$ cat src/cws_pkg.sv
// package of constants and types for the cache way and writeback side-band block
// How it works
// - way output high selects way one
// - exclusive_allowed high exclusive, low shared
// - write to exclusive or modified line allows
// - read to modified line allows exclusive
// - all other processor cycles drive low
// - processor exclusive only when own line exclusive or modified
// - indication valid at next address or ready
// - two-line sector: line select picks line
// - one-line sector holds line select low
// - snoop: line select shows buffer hit
// - writeback kind high snoop, low replacement
// - select and kind pins carry straps
// - load enable two clocks for two-line replacement, else one
package cws_pkg;
    // line states of the directory
    typedef enum logic [1:0] {
        CWS_INVALID,
        CWS_SHARED,
        CWS_EXCLUSIVE,
        CWS_MODIFIED
    } cws_line_t;

    // writeback kinds
    typedef enum logic [1:0] {
        CWS_WB_NONE,
        CWS_WB_REPLACE,
        CWS_WB_SNOOP
    } cws_wbreq_t;

    localparam logic [1:0] CWS_LOAD_CLKS_TWO = 2'h2;
    localparam logic [1:0] CWS_LOAD_CLKS_ONE = 2'h1;
    localparam logic CWS_RESET_WAY = 1'h0;
    localparam logic CWS_RESET_EXCL = 1'h0;
    localparam logic CWS_RESET_LOAD_N = 1'h1;
    localparam logic CWS_STRAP_DEFAULT_N = 1'h1;
    localparam logic [1:0] CWS_STRAP_SETTLE = 2'h2;
endpackage : cws_pkg

$ cat src/cws_wb_if.sv
// interface carrying the writeback sequencing between top and sequencer
`timescale 1ns/1ps
interface cws_wb_if;
    logic start;
    logic twoLine;
    logic busy;
    logic loadActive;
    logic secondLine;
    modport seq (
        input start,
        input twoLine,
        output busy,
        output loadActive,
        output secondLine
    );
    modport ctl (
        output start,
        output twoLine,
        input busy,
        input loadActive,
        input secondLine
    );
endinterface : cws_wb_if

$ cat src/cws_sideband.sv
// side-band way, exclusivity and writeback outputs toward the data sram and processor
`timescale 1ns/1ps
module cws_sideband (
    // clock and control
    input wire logic sysClk,
    input wire logic reset,
    input wire logic clkEn,
    // configuration straps shared with output pins
    input wire logic twoLineSectorStrapIn_n,
    input wire logic lineRatioStrap0In,
    output logic strapPinsDriveEn,
    // processor cycle from directory
    input wire logic cycleValid,
    input wire logic cycleWrite,
    input wire logic cycleWay,
    input wire cws_pkg::cws_line_t cycleLineState,
    input wire logic nextAddressStrobe_n,
    input wire logic burstReady_n,
    // strobe requests from directory
    input wire logic arrayWriteReq,
    input wire logic memoryCycleReq,
    // writeback requests
    input wire cws_pkg::cws_wbreq_t wbReq,
    input wire logic wbWay,
    input wire logic snoopHitReplaceBuf,
    output logic wbBusy,
    // outputs to sram and processor
    output logic way,
    output logic exclusiveAllowed,
    output logic arrayWriteStrobe_n,
    output logic memoryCycleStrobe_n,
    output logic wbufLoadEnable_n,
    output logic wbackLineSelect,
    output logic wbackKind,
    output logic twoLineSectorMode
);
    import cws_pkg::*;

    cws_wb_if wbBus ();

    // strap synchronisers and capture
    logic [1:0] secSync_q;
    logic [1:0] secSync_d;
    logic [1:0] lrSync_q;
    logic [1:0] lrSync_d;
    logic [1:0] strapAge_q;
    logic [1:0] strapAge_d;
    logic twoLine_q;
    logic twoLine_d;
    logic strapCaught_q;
    logic strapCaught_d;

    // registered outputs
    logic way_q;
    logic way_d;
    logic excl_q;
    logic excl_d;
    logic arr_q;
    logic arr_d;
    logic memory_cycle_strobe_n_q;
    logic memory_cycle_strobe_n_d;
    logic load_q;
    logic load_d;
    logic wba_q;
    logic wba_d;
    logic kind_q;
    logic kind_d;
    logic cycOpen_q;
    logic cycOpen_d;
    logic snoopWb_q;
    logic snoopWb_d;
    logic snoopHit_q;
    logic snoopHit_d;
    logic wbWayHold_q;
    logic wbWayHold_d;

    // decide whether the processor may hold the line exclusive
    function automatic logic exclDecide(input logic isWrite, input cws_line_t st);
        if (isWrite) begin
            exclDecide = (st == CWS_EXCLUSIVE) || (st == CWS_MODIFIED);
        end else begin
            exclDecide = (st == CWS_MODIFIED);
        end
    endfunction : exclDecide

    // true for a snoop writeback request
    function automatic logic isSnoop(input cws_wbreq_t req);
        isSnoop = (req == CWS_WB_SNOOP);
    endfunction : isSnoop

    // writeback load sequencer
    cws_wb_seq u_seq (
        .sysClk(sysClk),
        .reset(reset),
        .clkEn(clkEn),
        .wb(wbBus.seq)
    );

    // requests are taken only while no load is in progress
    assign wbBus.start = (wbReq != CWS_WB_NONE) && !wbBus.busy;
    assign wbBus.twoLine = twoLine_q && (wbReq == CWS_WB_REPLACE);

    // strap capture after reset release, while pins are not driven
    always_comb begin
        secSync_d = {secSync_q[0], twoLineSectorStrapIn_n};
        lrSync_d = {lrSync_q[0], lineRatioStrap0In};
        strapCaught_d = strapCaught_q;
        strapAge_d = strapAge_q;
        twoLine_d = twoLine_q;
        // wait until the synchroniser holds the pin level before taking it
        if (!strapCaught_q) begin
            if (strapAge_q == CWS_STRAP_SETTLE) begin
                twoLine_d = !secSync_q[1];
                strapCaught_d = 1'b1;
            end else begin
                strapAge_d = strapAge_q + 2'h1;
            end
        end
    end

    always_ff @(posedge sysClk) begin
        if (reset) begin
            secSync_q <= {2{CWS_STRAP_DEFAULT_N}};
            lrSync_q <= 2'h0;
            strapAge_q <= 2'h0;
            twoLine_q <= 1'b0;
            strapCaught_q <= 1'b0;
        end else if (clkEn) begin
            secSync_q <= secSync_d;
            lrSync_q <= lrSync_d;
            strapAge_q <= strapAge_d;
            twoLine_q <= twoLine_d;
            strapCaught_q <= strapCaught_d;
        end
    end

    // next values of the side-band outputs
    always_comb begin
        way_d = way_q;
        excl_d = excl_q;
        arr_d = 1'b1;
        memory_cycle_strobe_n_d = 1'b1;
        load_d = !wbBus.loadActive;
        wba_d = wba_q;
        kind_d = kind_q;
        cycOpen_d = cycOpen_q;
        snoopWb_d = snoopWb_q;
        snoopHit_d = snoopHit_q;
        wbWayHold_d = wbWayHold_q;
        if (wbBus.start) begin
            snoopWb_d = isSnoop(wbReq);
            snoopHit_d = snoopHitReplaceBuf;
            wbWayHold_d = wbWay;
        end
        if (cycleValid) begin
            way_d = cycleWay;
            excl_d = exclDecide(cycleWrite, cycleLineState);
            cycOpen_d = 1'b1;
            arr_d = !arrayWriteReq;
            memory_cycle_strobe_n_d = !memoryCycleReq;
        end
        if (cycOpen_q && (!nextAddressStrobe_n || !burstReady_n)) begin
            cycOpen_d = cycleValid;
        end
        if (wbBus.start) begin
            way_d = wbWay;
            kind_d = isSnoop(wbReq);
            if (isSnoop(wbReq)) begin
                wba_d = snoopHitReplaceBuf;
            end else begin
                wba_d = 1'b0;
            end
        end else if (wbBus.busy) begin
            way_d = wbWayHold_q;
            kind_d = snoopWb_q;
            if (snoopWb_q) begin
                wba_d = snoopHit_q;
            end else begin
                wba_d = twoLine_q && wbBus.secondLine;
            end
        end
    end

    // side-band output registers
    always_ff @(posedge sysClk) begin
        if (reset) begin
            way_q <= CWS_RESET_WAY;
            excl_q <= CWS_RESET_EXCL;
            arr_q <= 1'b1;
            memory_cycle_strobe_n_q <= 1'b1;
            load_q <= CWS_RESET_LOAD_N;
            wba_q <= 1'b0;
            kind_q <= 1'b0;
            cycOpen_q <= 1'b0;
            snoopWb_q <= 1'b0;
            snoopHit_q <= 1'b0;
            wbWayHold_q <= 1'b0;
        end else if (clkEn) begin
            way_q <= way_d;
            excl_q <= excl_d;
            arr_q <= arr_d;
            memory_cycle_strobe_n_q <= memory_cycle_strobe_n_d;
            load_q <= load_d;
            wba_q <= wba_d;
            kind_q <= kind_d;
            cycOpen_q <= cycOpen_d;
            snoopWb_q <= snoopWb_d;
            snoopHit_q <= snoopHit_d;
            wbWayHold_q <= wbWayHold_d;
        end
    end

    // way is set in the same edge as the matching strobe
    assign way = way_q;
    assign exclusiveAllowed = excl_q;
    assign arrayWriteStrobe_n = arr_q;
    assign memoryCycleStrobe_n = memory_cycle_strobe_n_q;
    assign wbufLoadEnable_n = load_q;
    assign wbackLineSelect = wba_q;
    assign wbackKind = kind_q;
    assign twoLineSectorMode = twoLine_q;
    assign strapPinsDriveEn = strapCaught_q;
    assign wbBusy = wbBus.busy;
endmodule : cws_sideband

$ cat src/cws_wb_seq.sv
// writeback load enable sequencer
`timescale 1ns/1ps
module cws_wb_seq (
    // clock and control
    input wire logic sysClk,
    input wire logic reset,
    input wire logic clkEn,
    // sequencing
    cws_wb_if.seq wb
);
    import cws_pkg::*;

    logic [1:0] remain_q;
    logic [1:0] remain_d;

    always_comb begin
        remain_d = remain_q;
        if (remain_q != 2'h0) begin
            remain_d = remain_q - 2'h1;
        end else if (wb.start) begin
            remain_d = wb.twoLine ? CWS_LOAD_CLKS_TWO : CWS_LOAD_CLKS_ONE;
        end
    end

    always_ff @(posedge sysClk) begin
        if (reset) begin
            remain_q <= 2'h0;
        end else if (clkEn) begin
            remain_q <= remain_d;
        end
    end

    assign wb.busy = (remain_q != 2'h0);
    // load follows the count held after this edge, so it lines up with way, select and kind
    assign wb.loadActive = (remain_d != 2'h0);
    assign wb.secondLine = (remain_q == CWS_LOAD_CLKS_TWO);
endmodule : cws_wb_seq
$ cat config.mk
export PLATFORM = sky130hd
export DESIGN_NAME = cws_sideband
export DESIGN_NICKNAME = d
export VERILOG_FILES = /design/src/cws_pkg.sv /design/src/cws_wb_if.sv /design/src/cws_sideband.sv /design/src/cws_wb_seq.sv
export SDC_FILE = /design/constraint.sdc
export NUM_CORES = 1
export LEC_CHECK = 0
export ABC_CLOCK_PERIOD_IN_PS = 1700
export BUFFER_PORTS_ARGS = -buffer_cell sky130_fd_sc_hd__buf_2
export CAP_MARGIN = 25
export CORE_MARGIN = 8
export CORE_UTILIZATION = 48
export CTS_CLUSTER_SIZE = 8
export DETAILED_ROUTE_END_ITERATION = 16
export GPL_TIMING_DRIVEN = 0
export HOLD_SLACK_MARGIN = 0.15
export PLACE_DENSITY = 0.76
export SYNTH_ARGS = -nofsm -noshare
export SYNTH_HDL_FRONTEND = slang
export SYNTH_SLANG_ARGS = --single-unit
$ cat constraint.sdc
create_clock -name sysClk -period 1.7 [get_ports sysClk]
set_input_delay 0.17 -clock sysClk [delete_from_list [all_inputs] [get_ports sysClk]]
set_output_delay 0.17 -clock sysClk [all_outputs]
set_load 0.03 [all_outputs]
==> Flow_metrics.wiki <==
{| class="wikitable"
! Metric !! Value
|-
| Die Span Y || 58.01 um
|-
| Count of buffers added by post-CTS timing repair for setup || 0
|-
| Fin. max-slew vios || 0
|-
| Arr. time, crit path || 1310 ps
|-
| Unrepaired setup endpoints after global routing || no
|-
| Filler cell count || 164
|-
| Largest buffer count on any clock path || 2
|-
| Area of the mapped netlist || 847.1 um2
|-
| Layout cell share with drive strength beyond 1 || 0.2756
|-
| Count of max-cap constraint violations || 0
|-
| Core Region || 1689 um2
|-
| Pin count of the biggest net entering global routing || 11
|-
| Port Buffer Count || 22
|-
| Final weighted congestion of routability-driven global placement || 0.9022
|-
| Total CTS buffers || 3
|-
| CTS clock-pin slew for the worst setup and hold paths || 100 ps
|-
| Top cell family by delay on the critical path || buffers and inverters
|-
| Critical Path Sink Type || primary output
|-
| Share of synthesized area occupied by flip-flops and latches || 0.4254
|-
| Net Count, Synth || 117
|-
| Count of final hold-check violations || 0
|-
| Result of the run || complete, no violations
|-
| Leakage component of the power || 0.0004394 uW
|-
| Synthesis-to-layout area growth || 23.34%
|-
| Startpoint type of the worst setup path || flip-flop
|-
| Worst path buffer plus inverter count || 3
|-
| Via Count || 832
|-
| Setup TNS || 0 ps
|-
| Max frequency || 674.7 MHz
|-
| Predominant post-synthesis flop cell || sky130_fd_sc_hd__dfxtp_1
|-
| Net count, final || 147
|-
| Number of synthesized flops with an enable pin || 0
|-
| Antenna cell count || 0
|-
| Clock Latency Late Sink || 290 ps
|-
| Total routing usage reported by global routing || 0.1264
|-
| Cells along the critical path || buf_2, nor2_2, inv_1, buf_2
|-
| Critical path required time || 1530 ps
|-
| Share of synthesized registers carrying an async set or reset || 0
|-
| Vias per cell || 5.778
|-
| Synthesized area per cell || 8.643 um2
|-
| Clk sink count || 18
|-
| Yosys synthesis warning count || 0
|-
| Initial antenna violation count || 0
|-
| Switching share of power || 0.2822
|-
| Placement row count || 15
|-
| Number of design rule violations left after detail routing || 0
|-
| Total setup violations reported at the end of the flow || 0
|-
| Most Frequent Cell on Critical Path || sky130_fd_sc_hd__buf_2
|-
| Critical Path Slowest Stage Cell || sky130_fd_sc_hd__dfxtp_1
|-
| Number of iterations in the first detailed-routing pass || 5
|-
| First-pass GRT wire length || 3346 um
|-
| Biggest regs || secSync_q x2, strapAge_q x2, u_seq.remain_q x2
|-
| Number of gates resized after CTS || 0
|-
| WS Path Type || reg2out
|-
| Class of the most critical hold timing path || in2reg
|-
| Cell count after synthesis || 98
|-
| Initial core utilization || 0.5015
|-
| DRC marker count from the first detailed-route iteration || 15
|-
| Vias in the first global route || 739
|-
| Synth cell types || 37
|-
| CTS tree || yes
|-
| Total congestion overflow after global routing || 0
|-
| Flip-flop and latch count after synthesis || 18
|-
| I/O pin total || 28
|-
| Clock period minus worst slack || 1482 ps
|-
| Clock network fraction of design power || 0.283
|-
| Estimated wirelength of the detail-placed design || 1539 um
|-
| Final wirelength || 2077 um
|-
| Worst slew margin || 0.6766
|-
| Share of the core filled with cells in the final layout || 0.6185
|-
| Clock skew || 2.597 ps
|-
| Max H-tree Level || 1
|-
| Area of the die || 3365 um2
|-
| Net Sw Power || 259.2 uW
|-
| Die extent in x || 58.01 um
|-
| Highest ir drop seen on vdd || 515.7 uV
|-
| Max incr delay on CP || 340 ps
|-
| Portion of the clock cycle consumed by the worst path in the final layout || 0.8719
|-
| Combinational group share of total power || 0.207
|-
| Internal Pwr Total || 659.3 uW
|-
| Routed wire per std cell || 14.42 um
|-
| Remaining number of nets flagged by the antenna check after routing || 0
|-
| Fraction of power consumed by sequential logic || 0.510
|-
| Clock tree root buffer cell || sky130_fd_sc_hd__clkbuf_4
|-
| Slew at the pin closest to its max-slew limit || 485.0 ps
|-
| Total power per unit cell area || 879.2 nW/um2
|-
| Highest fanout seen on the critical path || 10
|}
[cells by family (layout without fill, tap and decap cells)]
group,after synthesis,count (layout),synth area share
compound gates,32,32,0.2511
mux,2,2,0.02363
flops,18,18,0.4254
simple gates,33,33,0.2113
buf+inv,11,40,0.06351
xor+xnor,1,1,0.01034
fa+ha+maj,1,1,0.01477
[worst paths after layout]
path / startpoint / to / slack (ps) / cells past startpoint
max reg2reg: strapAge_q[0]$_SDFFE_PP0P_ / strapAge_q[1]$_SDFFE_PP0P_ / 360 / 5
min reg2reg: exclusiveAllowed$_SDFFE_PP0P_ / exclusiveAllowed$_SDFFE_PP0P_ / 460 / 2
min: cycleWay / way$_SDFFE_PP0P_ / 170 / 3
max: u_seq.remain_q[1]$_SDFFE_PP0P_ / wbBusy / 220 / 4
[worst min-delay path: stages]
cell	delay, ps
sky130_fd_sc_hd__buf_2	80
sky130_fd_sc_hd__a211oi_1	60
sky130_fd_sc_hd__o2bb2ai_1	120
[cells in the mapped netlist (3+ instances only)]
master / instances / area, um2
sky130_fd_sc_hd__dfxtp_1: 18 / 360.4
sky130_fd_sc_hd__a21oi_1: 8 / 40.04
sky130_fd_sc_hd__nand2_1: 8 / 30.03
sky130_fd_sc_hd__nor2_1: 7 / 26.28
sky130_fd_sc_hd__o21ai_0: 5 / 25.02
sky130_fd_sc_hd__buf_2: 4 / 20.02
sky130_fd_sc_hd__inv_1: 4 / 15.01
sky130_fd_sc_hd__a211oi_1: 3 / 22.52
sky130_fd_sc_hd__nand4_1: 3 / 18.77
sky130_fd_sc_hd__nor2b_1: 3 / 18.77
sky130_fd_sc_hd__o21ai_1: 3 / 15.01
[cell type report]
class / count / area [um2] / share of cell area
Tap cell: 17 / 21.27 / 0.02036
Sequential cell: 18 / 360.3 / 0.3449
Timing Repair Buffer: 25 / 140.1 / 0.1341
Inverter: 4 / 15.01 / 0.01437
Multi-Input combinational cell: 69 / 432.9 / 0.4144
Buffer: 7 / 38.79 / 0.03713
Clock buffer: 4 / 36.28 / 0.03473
[routing by layer]
layer,track usage,vias to the layer above,wire length (um)
li1,-,420,-
met1,0.1584,386,963
met2,0.1927,22,962
met3,0.03091,4,115
met4,0.06993,0,36
met5,0,-,0
[through the flow]
| stage | worst slack (ps) | cells | power [uW] | area [um2] | hold slack [ps] |
|---|---|---|---|---|---|
| 2_1_floorplan | 442.9 | 98 | 607.6 | 847.1 | 242.1 |
| 3_3_place_gp | 389.3 | 137 | 657.7 | 978.4 | 387.7 |
| 3_5_place_dp | 377.1 | 137 | 662.8 | 978.4 | 390.3 |
| 4_1_cts | 212.6 | 144 | 929.7 | 1045 | 159.3 |
| 5_1_grt | 144.8 | 144 | 966.7 | 1045 | 161.3 |
| 6_report | 217.8 | 144 | 918.5 | 1045 | 168.9 |
[timing repair]
item | in CTS | in global routing
hold endpoints to repair | 4 | 0
endpoints found under the setup margin | 0 | 0
hold buffers | 3 | 0
[cells in the final DEF, fill, tap and decap left out, types with 2 or more instances in the layout]
master / count
sky130_fd_sc_hd__o31ai_1: 2
sky130_fd_sc_hd__nand2_1: 8
sky130_fd_sc_hd__a21oi_1: 8
sky130_fd_sc_hd__nand4_1: 3
sky130_fd_sc_hd__buf_2: 26
sky130_fd_sc_hd__nor2b_1: 3
sky130_fd_sc_hd__nor3_1: 2
sky130_fd_sc_hd__nand3_1: 2
sky130_fd_sc_hd__o21ai_1: 3
sky130_fd_sc_hd__a211oi_1: 3
sky130_fd_sc_hd__o21ai_0: 5
sky130_fd_sc_hd__nor2_1: 7
sky130_fd_sc_hd__mux2i_1: 2
sky130_fd_sc_hd__dlygate4sd3_1: 3
sky130_fd_sc_hd__clkbuf_1: 2
sky130_fd_sc_hd__dfxtp_1: 18
sky130_fd_sc_hd__a31oi_1: 2
sky130_fd_sc_hd__clkbuf_4: 3
sky130_fd_sc_hd__inv_1: 4
[power by group through the flow]
stage / Clock [uW] / Combinational [uW] / Sequential (uW)
2_1_floorplan: 0 / 107 / 500
3_3_place_gp: 0 / 181 / 476
3_5_place_dp: 0 / 185 / 478
4_1_cts: 271 / 190 / 469
5_1_grt: 284 / 209 / 473
6_report: 260 / 190 / 469
(Power assumes the default switching activity.)
